==> config.mk <==
export PLATFORM = sky130hd
export DESIGN_NAME = nrm_region_map
export DESIGN_NICKNAME = d
export VERILOG_FILES = /design/src/core/nrm_pkg.sv /design/src/core/nrm_region_map.sv /design/src/core/nrm_page_decode.sv
export SDC_FILE = /design/constraint.sdc
export NUM_CORES = 2
export LEC_CHECK = 0
export ABC_AREA = 0
export BUFFER_PORTS_ARGS = -buffer_cell sky130_fd_sc_hd__buf_2
export CORE_ASPECT_RATIO = 1.2
export CORE_MARGIN = 5
export CORE_UTILIZATION = 45
export DETAILED_ROUTE_END_ITERATION = 10
export GPL_TIMING_DRIVEN = 0
export MAX_ROUTING_LAYER = met4
export PLACE_DENSITY_LB_ADDON = 0.05
export SLEW_MARGIN = 20
export SYNTH_ARGS = -nofsm -noshare
export SYNTH_HDL_FRONTEND = slang
export SYNTH_SLANG_ARGS = --single-unit
==> constraint.sdc <==
create_clock -name aclk -period 3.6 [get_ports aclk]
set_clock_uncertainty 0.2 [all_clocks]
set_input_delay 0 -clock aclk [delete_from_list [all_inputs] [get_ports aclk]]
set_output_delay 0 -clock aclk [all_outputs]
set_load 0.02 [all_outputs]
==> src/core/nrm_pkg.sv <==
// Constants, types and address map of the nonvolatile region map block
// Functional notes
// Signature words are fixed constants; writes never change them.
// Reader accesses each signature word only as a full 32-bit word.
// Size word upper half returns on-chip RAM capacity in kilobytes.
// Size word lower half returns main array capacity in kilobytes.
// First serial location returns die serial bits 31 to 0.
// Second serial location returns die serial bits 63 to 32.
// Following location returns die serial bits 95 to 64.
// Largest variant decodes 64 pages of 4 kilobytes from array base.
// 128-kilobyte word variant decodes 64 pages of 2 kilobytes.
// 64-kilobyte variant decodes 64 pages of 1 kilobyte.
// 32-kilobyte variant decodes 32 pages of 1 kilobyte.
// Double-word family uses 128 pages of 1 kilobyte, 12-kilobyte info block.
// Any single main page may be erased alone.
// Boot loader range is mapped; user program or erase there is rejected.
// 16-byte option region is copied into option registers at every reset.
// 512-byte one-time user block is mapped at its base.
// Array fetches take zero to three configured wait states.
// Word or double-word programming per family; page and mass erase on both.
// Prefetch buffer fetches the next double word on sequential reads.
// Page size and count follow a fixed density variant parameter.
package nrm_pkg;
   // Density variants
   localparam int NRM_V256 = 0;
   localparam int NRM_V128 = 1;
   localparam int NRM_V64 = 2;
   localparam int NRM_V32 = 3;
   localparam int NRM_VDW128 = 4;
   // Region map
   localparam logic [31:0] NRM_MAIN_BASE = 32'h0800_0000;
   localparam logic [31:0] NRM_BOOT_BASE = 32'h1FFF_D000;
   localparam logic [31:0] NRM_BOOT_LAST = 32'h1FFF_F7FF;
   localparam logic [31:0] NRM_DWINFO_BASE = 32'h1FFF_C800;
   localparam logic [31:0] NRM_OPT_BASE = 32'h1FFF_F800;
   localparam logic [31:0] NRM_OPT_LAST = 32'h1FFF_F80F;
   localparam logic [31:0] NRM_OTP_BASE = 32'h1FFF_7000;
   localparam logic [31:0] NRM_OTP_LAST = 32'h1FFF_71FF;
   // Signature words
   localparam logic [31:0] NRM_SIZE_ADDR = 32'h1FFF_F7E0;
   localparam logic [31:0] NRM_SER_LO_ADDR = 32'h1FFF_F7E8;
   localparam logic [31:0] NRM_SER_MID_ADDR = 32'h1FFF_F7EC;
   localparam logic [31:0] NRM_SER_HI_ADDR = 32'h1FFF_F7F0;
   localparam int NRM_RAM_KB_LSB = 16;
   // Control registers
   localparam logic [31:0] NRM_WAIT_ADDR = 32'h4002_2000;
   localparam logic [31:0] NRM_CMD_ADDR = 32'h4002_2004;
   localparam logic [31:0] NRM_TADDR_ADDR = 32'h4002_2008;
   localparam logic [31:0] NRM_DLO_ADDR = 32'h4002_200C;
   localparam logic [31:0] NRM_DHI_ADDR = 32'h4002_2010;
   localparam logic [31:0] NRM_STAT_ADDR = 32'h4002_2014;
   localparam logic [31:0] NRM_OPTR_ADDR = 32'h4002_2020;
   localparam logic [31:0] NRM_OPTR_LAST = 32'h4002_202C;
   localparam int NRM_WS_LSB = 0;
   localparam int NRM_PF_BIT = 4;
   localparam int NRM_REJ_BIT = 0;
   localparam logic [1:0] NRM_WS_RESET = 2'h0;
   localparam logic NRM_PF_RESET = 1'b0;
   localparam logic [1:0] NRM_RESP_OKAY = 2'h0;
   localparam logic [1:0] NRM_RESP_SLVERR = 2'h2;
   // Operation codes in command register
   typedef enum logic [1:0] {
      NRM_OP_NONE,
      NRM_OP_PAGE_ERASE,
      NRM_OP_MASS_ERASE,
      NRM_OP_PROGRAM
   } nrm_op_kind_t;
   typedef struct packed {
      nrm_op_kind_t kind;
      logic [31:0] addr;
      logic [7:0] page;
      logic [63:0] data;
      logic wide;
   } nrm_op_t;
   // Page geometry per variant
   function automatic int nrm_page_shift(int v);
      case (v)
         NRM_V256: return 12;
         NRM_V128: return 11;
         default: return 10;
      endcase
   endfunction
   function automatic int nrm_page_count(int v);
      case (v)
         NRM_V32: return 32;
         NRM_VDW128: return 128;
         default: return 64;
      endcase
   endfunction
endpackage

==> src/core/nrm_region_map.sv <==
// Nonvolatile region map, signature words, fetch path and command issue
`timescale 1ns/10ps
module nrm_region_map
   import nrm_pkg::*;
#(
   parameter int VARIANT = NRM_V256,
   parameter logic [15:0] RAM_KB = 16'h0008,
   // Arbitrary value
   parameter logic [95:0] DIE_SERIAL = 96'h0123_4567_89AB_CDEF_1357_9BDF
) (
   input wire logic aclk,
   input wire logic aresetn,
   input wire logic [31:0] s_axi_awaddr,
   input wire logic s_axi_awvalid,
   output logic s_axi_awready,
   input wire logic [31:0] s_axi_wdata,
   input wire logic [3:0] s_axi_wstrb,
   input wire logic s_axi_wvalid,
   output logic s_axi_wready,
   output logic [1:0] s_axi_bresp,
   output logic s_axi_bvalid,
   input wire logic s_axi_bready,
   input wire logic [31:0] s_axi_araddr,
   input wire logic s_axi_arvalid,
   output logic s_axi_arready,
   output logic [31:0] s_axi_rdata,
   output logic [1:0] s_axi_rresp,
   output logic s_axi_rvalid,
   input wire logic s_axi_rready,
   input wire logic fetch_valid,
   input wire logic [31:0] fetch_addr,
   output logic fetch_ready,
   output logic [31:0] fetch_data,
   output logic [31:0] arr_addr,
   input wire logic [63:0] arr_rdata,
   input wire logic [127:0] opt_src,
   output logic [127:0] opt_ctrl,
   output logic op_valid,
   output nrm_op_t op
);
   // geometry from variant
   localparam int PSHIFT = nrm_page_shift(VARIANT);
   localparam int PCOUNT = nrm_page_count(VARIANT);
   localparam bit WIDE = (VARIANT == NRM_VDW128);
   // main array size in kilobytes
   localparam logic [15:0] MAIN_KB = 16'((PCOUNT << PSHIFT) >> 10);
   initial begin
      if (VARIANT < NRM_V256 || VARIANT > NRM_VDW128) begin
         $error("nrm_region_map: unknown variant");
      end
   end
   typedef enum logic [1:0] {FS_IDLE, FS_WAIT, FS_PREF} nrm_fstate_t;
   logic aw_full_reg;
   logic [31:0] aw_addr_reg;
   logic w_full_reg;
   logic [31:0] w_data_reg;
   logic bvalid_reg;
   logic [1:0] bresp_reg;
   logic rvalid_reg;
   logic [31:0] rdata_reg;
   logic [1:0] rresp_reg;
   logic [1:0] ws_reg;
   logic pf_en_reg;
   logic [31:0] taddr_reg;
   logic [31:0] dlo_reg;
   logic [31:0] dhi_reg;
   logic reject_reg;
   logic opt_loaded_reg;
   logic [127:0] opt_reg;
   logic op_valid_reg;
   nrm_op_t op_reg;
   nrm_fstate_t fstate_reg;
   logic [1:0] wcnt_reg;
   logic [28:0] cur_tag_reg;
   logic cur_ok_reg;
   logic [63:0] cur_reg;
   logic [28:0] pf_tag_reg;
   logic pf_ok_reg;
   logic [63:0] pf_reg;
   logic [31:0] arr_addr_reg;
   logic fresp_reg;
   logic [31:0] fdata_reg;
   wire logic do_write = aw_full_reg && w_full_reg && !bvalid_reg;
   wire logic wr_wait = (aw_addr_reg == NRM_WAIT_ADDR);
   wire logic wr_cmd = (aw_addr_reg == NRM_CMD_ADDR);
   wire logic wr_taddr = (aw_addr_reg == NRM_TADDR_ADDR);
   wire logic wr_dlo = (aw_addr_reg == NRM_DLO_ADDR);
   wire logic wr_dhi = (aw_addr_reg == NRM_DHI_ADDR);
   wire logic wr_stat = (aw_addr_reg == NRM_STAT_ADDR);
   wire logic wr_ok = wr_wait || wr_cmd || wr_taddr || wr_dlo || wr_dhi || wr_stat;
   logic t_main;
   logic [7:0] t_page;
   logic t_boot;
   logic t_otp;
   nrm_page_decode #(
      .PAGE_SHIFT(PSHIFT),
      .PAGE_COUNT(PCOUNT),
      .WIDE_FAMILY(WIDE)
   ) u_tdec (
      .addr(taddr_reg),
      .in_main(t_main),
      .page(t_page),
      .in_boot(t_boot),
      .in_opt(),
      .in_otp(t_otp)
   );
   wire nrm_op_kind_t cmd_kind = nrm_op_kind_t'(w_data_reg[1:0]);
   // program unit alignment
   wire logic aligned = WIDE ? (taddr_reg[2:0] == 3'h0) : (taddr_reg[1:0] == 2'h0);
   // legal targets
   wire logic cmd_legal = !t_boot && (
      (cmd_kind == NRM_OP_PAGE_ERASE && t_main) ||
      (cmd_kind == NRM_OP_MASS_ERASE) ||
      (cmd_kind == NRM_OP_PROGRAM && aligned && (t_main || t_otp)));
   wire logic cmd_fire = do_write && wr_cmd && cmd_kind != NRM_OP_NONE;
   wire logic issue = cmd_fire && cmd_legal;
   wire logic reject_set = cmd_fire && !cmd_legal;
   wire logic reject_clr = do_write && wr_stat && w_data_reg[NRM_REJ_BIT];
   // signature words
   wire logic [31:0] size_word = {RAM_KB, MAIN_KB};
   wire logic [1:0] opt_idx = s_axi_araddr[3:2];
   wire logic rd_optr = (s_axi_araddr >= NRM_OPTR_ADDR) && (s_axi_araddr <= NRM_OPTR_LAST)
      && (s_axi_araddr[1:0] == 2'h0);
   logic [31:0] rd_val;
   logic rd_hit;
   always_comb begin
      rd_hit = 1'b1;
      rd_val = 32'h0000_0000;
      unique case (s_axi_araddr)
         NRM_SIZE_ADDR: rd_val = size_word;
         NRM_SER_LO_ADDR: rd_val = DIE_SERIAL[31:0];
         NRM_SER_MID_ADDR: rd_val = DIE_SERIAL[63:32];
         NRM_SER_HI_ADDR: rd_val = DIE_SERIAL[95:64];
         NRM_WAIT_ADDR: rd_val = {27'h0, pf_en_reg, 2'h0, ws_reg};
         NRM_TADDR_ADDR: rd_val = taddr_reg;
         NRM_DLO_ADDR: rd_val = dlo_reg;
         NRM_DHI_ADDR: rd_val = dhi_reg;
         NRM_STAT_ADDR: rd_val = {31'h0, reject_reg};
         default: begin
            rd_hit = rd_optr;
            rd_val = rd_optr ? opt_reg[32 * opt_idx +: 32] : 32'h0000_0000;
         end
      endcase
   end
   assign s_axi_awready = !aw_full_reg;
   assign s_axi_wready = !w_full_reg;
   assign s_axi_bvalid = bvalid_reg;
   assign s_axi_bresp = bresp_reg;
   assign s_axi_arready = !rvalid_reg;
   assign s_axi_rvalid = rvalid_reg;
   assign s_axi_rdata = rdata_reg;
   assign s_axi_rresp = rresp_reg;
   always_ff @(posedge aclk) begin
      if (!aresetn) begin
         aw_full_reg <= 1'b0;
         aw_addr_reg <= 32'h0000_0000;
         w_full_reg <= 1'b0;
         w_data_reg <= 32'h0000_0000;
         bvalid_reg <= 1'b0;
         bresp_reg <= NRM_RESP_OKAY;
      end else begin
         if (s_axi_awvalid && !aw_full_reg) begin
            aw_full_reg <= 1'b1;
            aw_addr_reg <= s_axi_awaddr;
         end
         if (s_axi_wvalid && !w_full_reg) begin
            w_full_reg <= 1'b1;
            w_data_reg <= s_axi_wdata & {{8{s_axi_wstrb[3]}}, {8{s_axi_wstrb[2]}},
               {8{s_axi_wstrb[1]}}, {8{s_axi_wstrb[0]}}};
         end
         if (do_write) begin
            // read-only locations refused
            bvalid_reg <= 1'b1;
            bresp_reg <= wr_ok ? NRM_RESP_OKAY : NRM_RESP_SLVERR;
            aw_full_reg <= 1'b0;
            w_full_reg <= 1'b0;
         end else if (bvalid_reg && s_axi_bready) begin
            bvalid_reg <= 1'b0;
         end
      end
   end
   always_ff @(posedge aclk) begin
      if (!aresetn) begin
         rvalid_reg <= 1'b0;
         rdata_reg <= 32'h0000_0000;
         rresp_reg <= NRM_RESP_OKAY;
      end else if (s_axi_arvalid && !rvalid_reg) begin
         rvalid_reg <= 1'b1;
         rdata_reg <= rd_val;
         rresp_reg <= rd_hit ? NRM_RESP_OKAY : NRM_RESP_SLVERR;
      end else if (rvalid_reg && s_axi_rready) begin
         rvalid_reg <= 1'b0;
      end
   end
   always_ff @(posedge aclk) begin
      if (!aresetn) begin
         ws_reg <= NRM_WS_RESET;
         pf_en_reg <= NRM_PF_RESET;
         taddr_reg <= 32'h0000_0000;
         dlo_reg <= 32'h0000_0000;
         dhi_reg <= 32'h0000_0000;
         reject_reg <= 1'b0;
      end else begin
         // wait state setting
         if (do_write && wr_wait) begin
            ws_reg <= w_data_reg[NRM_WS_LSB +: 2];
            pf_en_reg <= w_data_reg[NRM_PF_BIT];
         end
         if (do_write && wr_taddr) begin
            taddr_reg <= w_data_reg;
         end
         if (do_write && wr_dlo) begin
            dlo_reg <= w_data_reg;
         end
         if (do_write && wr_dhi) begin
            dhi_reg <= w_data_reg;
         end
         // sticky reject, set wins
         reject_reg <= reject_set || (reject_reg && !reject_clr);
      end
   end
   // option copy after reset
   always_ff @(posedge aclk) begin
      if (!aresetn) begin
         opt_loaded_reg <= 1'b0;
         opt_reg <= 128'h0;
      end else if (!opt_loaded_reg) begin
         opt_loaded_reg <= 1'b1;
         opt_reg <= opt_src;
      end
   end
   assign opt_ctrl = opt_reg;
   // operation issue
   wire nrm_op_t op_next = '{cmd_kind, taddr_reg, t_page, {dhi_reg, dlo_reg}, WIDE};
   always_ff @(posedge aclk) begin
      if (!aresetn) begin
         op_valid_reg <= 1'b0;
         op_reg <= '0;
      end else begin
         op_valid_reg <= issue;
         if (issue) begin
            op_reg <= op_next;
         end
      end
   end
   assign op_valid = op_valid_reg;
   assign op = op_reg;
   wire logic [28:0] f_tag = fetch_addr[31:3];
   wire logic cur_hit = cur_ok_reg && (cur_tag_reg == f_tag);
   wire logic pf_hit = pf_ok_reg && (pf_tag_reg == f_tag);
   wire logic f_take = fetch_valid && !fresp_reg && fstate_reg == FS_IDLE;
   wire logic [63:0] pick_src = (fstate_reg == FS_WAIT) ? arr_rdata : (cur_hit ? cur_reg : pf_reg);
   wire logic [31:0] pick = fetch_addr[2] ? pick_src[63:32] : pick_src[31:0];
   wire logic [31:0] next_dw = {fetch_addr[31:3] + 29'h1, 3'h0};
   always_ff @(posedge aclk) begin
      if (!aresetn) begin
         fstate_reg <= FS_IDLE;
         wcnt_reg <= 2'h0;
         cur_tag_reg <= 29'h0;
         cur_ok_reg <= 1'b0;
         cur_reg <= 64'h0;
         pf_tag_reg <= 29'h0;
         pf_ok_reg <= 1'b0;
         pf_reg <= 64'h0;
         arr_addr_reg <= 32'h0000_0000;
         fresp_reg <= 1'b0;
         fdata_reg <= 32'h0000_0000;
      end else begin
         fresp_reg <= 1'b0;
         unique case (fstate_reg)
            FS_IDLE: begin
               if (f_take && cur_hit) begin
                  fresp_reg <= 1'b1;
                  fdata_reg <= pick;
               end else if (f_take && pf_hit) begin
                  // promote and fetch ahead
                  fresp_reg <= 1'b1;
                  fdata_reg <= pick;
                  cur_reg <= pf_reg;
                  cur_tag_reg <= pf_tag_reg;
                  cur_ok_reg <= 1'b1;
                  pf_ok_reg <= 1'b0;
                  arr_addr_reg <= next_dw;
                  wcnt_reg <= ws_reg;
                  fstate_reg <= FS_PREF;
               end else if (f_take) begin
                  // miss waits configured states
                  arr_addr_reg <= {f_tag, 3'h0};
                  wcnt_reg <= ws_reg;
                  fstate_reg <= FS_WAIT;
               end
            end
            FS_WAIT: begin
               if (wcnt_reg == 2'h0) begin
                  fresp_reg <= 1'b1;
                  fdata_reg <= pick;
                  cur_reg <= arr_rdata;
                  cur_tag_reg <= f_tag;
                  cur_ok_reg <= 1'b1;
                  pf_ok_reg <= 1'b0;
                  if (pf_en_reg) begin
                     arr_addr_reg <= next_dw;
                     wcnt_reg <= ws_reg;
                     fstate_reg <= FS_PREF;
                  end else begin
                     fstate_reg <= FS_IDLE;
                  end
               end else begin
                  wcnt_reg <= wcnt_reg - 2'h1;
               end
            end
            FS_PREF: begin
               if (wcnt_reg == 2'h0) begin
                  pf_reg <= arr_rdata;
                  pf_tag_reg <= arr_addr_reg[31:3];
                  pf_ok_reg <= 1'b1;
                  fstate_reg <= FS_IDLE;
               end else begin
                  wcnt_reg <= wcnt_reg - 2'h1;
               end
            end
         endcase
         // Buffers dropped when the array changes
         if (issue) begin
            cur_ok_reg <= 1'b0;
            pf_ok_reg <= 1'b0;
         end
      end
   end
   assign fetch_ready = fresp_reg;
   assign fetch_data = fdata_reg;
   assign arr_addr = arr_addr_reg;
endmodule // nrm_region_map

==> src/core/nrm_page_decode.sv <==
// Address to region and page decoder
`timescale 1ns/10ps
module nrm_page_decode
   import nrm_pkg::*;
#(
   parameter int PAGE_SHIFT = 12,
   parameter int PAGE_COUNT = 64,
   parameter bit WIDE_FAMILY = 1'b0
) (
   input wire logic [31:0] addr,
   output logic in_main,
   output logic [7:0] page,
   output logic in_boot,
   output logic in_opt,
   output logic in_otp
);
   localparam logic [31:0] MAIN_SIZE = 32'(PAGE_COUNT) << PAGE_SHIFT;
   localparam logic [31:0] INFO_BASE = WIDE_FAMILY ? NRM_DWINFO_BASE : NRM_BOOT_BASE;
   wire logic [31:0] offset = addr - NRM_MAIN_BASE;
   initial begin
      if (PAGE_SHIFT < 10 || PAGE_SHIFT > 12 || PAGE_COUNT > 256 || PAGE_COUNT < 1) begin
         $error("nrm_page_decode: unsupported geometry");
      end
   end
   // page index
   assign in_main = (addr >= NRM_MAIN_BASE) && (offset < MAIN_SIZE);
   assign page = 8'(offset >> PAGE_SHIFT);
   // boot loader range
   assign in_boot = (addr >= INFO_BASE) && (addr <= NRM_BOOT_LAST);
   // option and one-time regions
   assign in_opt = (addr >= NRM_OPT_BASE) && (addr <= NRM_OPT_LAST);
   assign in_otp = (addr >= NRM_OTP_BASE) && (addr <= NRM_OTP_LAST);
endmodule // nrm_page_decode

[After elaboration in Yosys (flattened, before gate mapping)]
Cells that the tools add are included.
W data, S select, Z words.
Word-level totals
  register bits after elaboration: 697
  input bits: 332
  word-level logic and storage cells: 203
Cells by class
  add/subtract/negate cells: 3
  order comparisons: 8
  eq/ne operators: 31
  shifts and indexed selects: 1
  multiplexer cells: 57
  bitwise logic cells: 2
  reductions and logical operators: 68
Operator list (count)
  $eq A32 B31 Y1 const B: 11
  $mux W32: 10
  $mux W64: 5
  $pmux W32 S9: 1
  $eq A32 B29 Y1 const B: 4
  $pmux W32 S2: 2
  $pmux W64 S2: 1
  $shiftx A128 B8 Y32: 1
  $mux W29: 3
  $ge A32 B29 Y1 const B: 2
  $le A32 B29 Y1 const B: 2
  $eq A29 B29 Y1: 2
  $pmux W29 S2: 1
  $logic_and A1 B1 Y1: 33
  $and A32 B32 Y32: 1
  $ge A32 B28 Y1 const B: 1
  $ge A32 B31 Y1 const B: 1
  $le A32 B31 Y1 const B: 1
  $lt A32 B19 Y1 const B: 1
  $sub A32 B28 Y32 const B: 1
  $add A29 B1 Y29 const B: 1
  $mux W2: 14
  $reduce_and A4 Y1: 4
  $mux W1: 15
  other kinds (21): 52

[Longest topological paths before layout]
  depth in word-level cells: 10
  mapped depth: 12
  depth with buffers taken out: 9

[By module]
Synthesis repeated with hierarchy kept, for this count alone.
Second synthesis, totals
  cell total of the unflattened synthesis: 3454
  area, all modules: 29897.4 um^2
Modules (own cells, without submodules)
  nrm_region_map: instances 1, cells each 3406, area an instance 29584.6 um^2, sequential area each 13853.3 um^2
  nrm_page_decode: instances 1, cells each 48, area an instance 312.8 um^2, sequential area each 0.0 um^2

[Worst setup path before layout]
OpenSTA, ideal clock, no wires.
  kind: register -> register
  from: register fstate_reg[0]
  to: register cur_tag_reg[25]
  setup time: 0.086 ns
  arrival time: 2.281 ns
  required time: 3.314 ns
  slack: 1.034 ns
  stages on the path, launching flop included: 13
  path through: dfxtp_1 inv_1 ha_1 buf_2 and3b_1 nand4_1 nor4_2 o311ai_2 a21boi_2 buf_2 buf_4 nor2_1 a211oi_1
Between the ends
  cells in the longest elaborated chain, start to end: 5
Ends and longest elaborated chain
  start: declaration: line nrm_region_map.sv:72  | nrm_fstate_t fstate_reg;
  start signal: assignment: line nrm_region_map.sv:257  | fstate_reg <= FS_IDLE;
  start signal: assignment: line nrm_region_map.sv:285  | fstate_reg <= FS_PREF;
  start signal: assignment: line nrm_region_map.sv:290  | fstate_reg <= FS_WAIT;
  $logic_not A2 Y1: line nrm_region_map.sv:251, nrm_region_map.sv:270
  $logic_and A1 B1 Y1: line nrm_region_map.sv:251  | wire logic f_take = fetch_valid && !fresp_reg && fstate_reg == FS_IDLE;
  $logic_and A1 B1 Y1, on equally long branches: line nrm_region_map.sv:275, nrm_region_map.sv:272
  $ne A2 B1 Y1 (no source line) or $ne A2 B2 Y1 (tied branches)
  $reduce_and A4 Y1 (no source line)
  end signal: assignment: line nrm_region_map.sv:280  | cur_tag_reg <= pf_tag_reg;
  end signal: assignment: line nrm_region_map.sv:298  | cur_tag_reg <= f_tag;
  end: declaration: line nrm_region_map.sv:74  | logic [28:0] cur_tag_reg;
Several ways; a longest one is shown, not always the timed one.
A chain may end at the register's enable or synchronous reset.

[Worst setup path in the final report]
  from: register fstate_reg[0]
  to: register arr_addr_reg[25] (netlist: arr_addr[25])
Between the ends
  cells in the longest elaborated chain, start to end: 6
Ends and longest elaborated chain
  $logic_not A2 Y1: line nrm_region_map.sv:251, nrm_region_map.sv:270
  $logic_and A1 B1 Y1: line nrm_region_map.sv:251
  $logic_and A1 B1 Y1: line nrm_region_map.sv:275  | end else if (f_take && pf_hit) begin
  $mux W32: line nrm_region_map.sv:275
  $mux W32: line nrm_region_map.sv:272  | if (f_take && cur_hit) begin
  $pmux W32 S2: line nrm_region_map.sv:270  | unique case (fstate_reg)
  end signal: assignment: line nrm_region_map.sv:283  | arr_addr_reg <= next_dw;
  end signal: assignment: line nrm_region_map.sv:288  | arr_addr_reg <= {f_tag, 3'h0};
  end signal: assignment: line nrm_region_map.sv:302  | arr_addr_reg <= next_dw;
  end: declaration: line nrm_region_map.sv:80  | logic [31:0] arr_addr_reg;
Several ways; a longest one is shown, not always the timed one. The select of a mux whose other input is x is not followed.

==> flow_summary.json <==
{
  "run_status": "complete, no violations",
  "place_congestion": 0.971,
  "numClockSinks": 684,
  "vias_per_cell": 5.54,
  "drv_slew": 0,
  "wl_met2_mm": 65.3,
  "place_hpwl_mm": 99.9,
  "place_inst": 5060,
  "cap_viol_max_count": 0,
  "numPortBuffers": 634,
  "setup.worst_path.start_class": "flip-flop",
  "overflow": 0,
  "synth_edf_count": 0,
  "drt.antenna.violating_nets": 0,
  "worst_slew_pin_slew_ns": 1.10,
  "setup_viol": 0,
  "path_class": "reg2reg",
  "netSwitchingFraction_pct": 35.5,
  "holdCritPathClass": "in2reg",
  "combPwrFrac_pct": 29.5,
  "end_kind": "flip-flop",
  "areaGrowthSynthToFinish_pct": 40.6,
  "drc_errors": 0,
  "ys_seq_elements": 684,
  "coreArea_um2": 65900,
  "synth_warnings": 0,
  "power.total_w": 0.0250,
  "grt_pass1_wl_mm": 201,
  "drt_pass1_iterations": 6,
  "rows": 103,
  "wl_mm": 137,
  "rrSetupSlack_ns": 0.15,
  "synthFlopType": "dfxtp_1",
  "largest_register_ffs": 128,
  "cts_buffer_depth": 3,
  "cp_max_fo": 10,
  "synth_area_um2": 29900,
  "tns_ns": 0,
  "seq_area_frac_synth_pct": 45.8,
  "crit_family": "simple AND/OR/NAND/NOR gates",
  "cp_slowest_cell": "dlygate4sd3_1",
  "layout_common_cells": "701 x nand2_1, 684 x dfxtp_1, 679 x buf_2",
  "cp_cell_sequence": "inv_1, ha_1, buf_2, and3b_1, nand4_1, nor4_4, a21oi_2, nor4_1, xnor2_1, dlygate4sd3_1, a21oi_1",
  "clk_pin_slew_ns": 0.06,
  "track_usage_pct": 37.6,
  "finalCritPeriodShare_pct": 95.7,
  "cp_data_arrival_time_ns": 3.72,
  "die_w_um": 245,
  "nFillCells": 5724,
  "peakVddDrop_mv": 0.390,
  "leakage_nw": 16.8,
  "via_count": 31800,
  "period_needed_ns": 3.45,
  "fin_ws_ns": 0.153,
  "slew_headroom_pct": 25.8,
  "wl_met3_mm": 10.9,
  "max_stage_delay_ns": 0.58,
  "required_ns": 3.87,
  "cts_tree": "yes",
  "grt_max_degree": 14,
  "first_global_vias": 31800,
  "pre_cts_slack_ns": 0.0789,
  "hold_viol_final": 0,
  "worst-path-buf-inv": 3,
  "ios": 674,
  "switching_power_w": 0.00885,
  "first_iter_violations": 2438,
  "layout.cells.non_filler": 5736,
  "seqCellArea_um2": 13700,
  "final_common_cell": "nand2_1",
  "drive_above_1_share_pct": 20.0,
  "fin_nets": 5108,
  "power_density_nw_per_um2": 594,
  "cts_buffers": 75,
  "post_drt_wl_per_cell_um": 23.9,
  "syn_inst": 3529,
  "multiInputGateArea_um2": 14700,
  "holdWs_ns": 0.00758,
  "p_clk_share_pct": 31.8,
  "dieArea_um2": 71700,
  "clockRootBuffer": "clkbuf_16",
  "avgSynthCellArea_um2": 8.47,
  "seq_power_share_pct": 38.7,
  "antenna_found_initial": 18,
  "rsz0062_at_grt": "no",
  "p_int_w": 0.0161,
  "synth.distinct_cells": 66,
  "die_y_um": 292,
  "met1_length_mm": 52.9,
  "dr.max_layer_used": "met4",
  "worstSkewPairLatency_ns": 0.64,
  "max_freq_mhz": 290,
  "async_flop_share_pct": 0,
  "h-tree-depth": 3,
  "start_util_pct": 45.4
}
## Yosys cell counts, types with 5 or more instances
cell type  count  area (um^2)
a21oi_1      434         2170
nor2_1       290         1090
buf_4         19          143
o21ai_0      144          721
nor4b_1        7         61.3
a211oi_1     124          931
mux2_1         8         90.1
mux2_2        40          450
mux4_2        32          721
dfxtp_1      684        13700
nand2_2       20          125
nand3b_1       5         37.5
a21oi_2       19          166
nand3_1       53          265
nor2b_1        8         50.1
ha_1           6         75.1
and2_1         5         31.3
clkbuf_1     214          803
xor2_1        17          149
or3_1          6         37.5
nand2b_1      36          225
nand2_1      701         2630
a31oi_1       36          225
xnor2_1       66          578
nor3_1        25          125
inv_1         47          176
o211ai_1      33          248
a221oi_1       6         52.6
nor4_1        20          125
mux2i_1      222         2220
buf_6         10          113
mux2_4        16          240
o21ai_1       17         85.1
buf_2         45          225
and3_1         7         43.8
buf_1         28          105
nand4_1       27          169
## power groups by stage
stage	Combinational, W	Clock (W)	Sequential, W
CTS	0.00721	0.00795	0.00963
finish	0.00737	0.00792	0.00966
global placement	0.00669	0	0.00977
floorplan	0.00392	0	0.0101
global route	0.00792	0.00829	0.00976
detailed placement	0.00674	0	0.00978
## stage by stage
stage | util [%] | cell area, um^2
finish | 63.8 | 42000
global route | 63.8 | 42000
CTS | 63.6 | 41900
detailed placement | 51.9 | 34200
global placement | 51.9 | 34200
floorplan | - | 29900
## layout make-up
class,count,share of cell area (%)
diodes,21,0.125
repair buffers,1159,20.1
clock buffers,114,5.30
flip-flops and latches,684,32.6
multi-input cells,2485,34.9
inverters,48,0.429
plain buffers,317,3.32
clock inverters,16,0.593
well taps,892,2.66
## routing by layer
layer,GRT usage (%),up-vias
met5,-,-
met4,18.2,0
met3,8.04,422
met2,61.3,1515
met1,44.3,15200
li1,-,14600
## cell families (layout without fill, tap and decap cells)
family / Yosys count / in the layout / synth area share (%)
xor gates and xnor gates: 86 / 86 / 2.60
muxes: 318 / 318 / 12.5
DFF: 684 / 684 / 45.8
AOI/OAI and AO/OA: 836 / 836 / 16.1
buffers and inverters: 365 / 1654 / 5.27
and+or+nand+nor: 1233 / 1233 / 17.5
other: 1 / 27 / 0.0126
adders and majority gates: 6 / 6 / 0.251
## path summary, 6_finish.rpt
| path | depth (start not counted) | from | endpoint |
|---|---|---|---|
| hold reg to reg | 2 | op[60]$_SDFFE_PN0P_ | op[60]$_SDFFE_PN0P_ |
| hold / removal | 4 | opt_src[101] | opt_ctrl[101]$_SDFFE_PN0N_ |
| setup / recovery | 11 | fstate_reg[0]$_SDFFE_PN0P_ | arr_addr[25]$_SDFFE_PN0P_ |
| setup reg to reg | 11 | fstate_reg[0]$_SDFFE_PN0P_ | arr_addr[25]$_SDFFE_PN0P_ |
## tightest hold or removal path, stage by stage
cell           delay (ns)
dlygate4sd3_1        0.55
buf_2                0.11
mux2i_1              0.06
nor2_1               0.07
## what timing repair did
item	in CTS	in global routing
buffers inserted	0	0
resized for setup	0	4
hold endpoints to repair	438	0
hold buffers	524	0
setup endpoints to repair	0	57
Note: power is estimated with default switching activity, not from simulation.
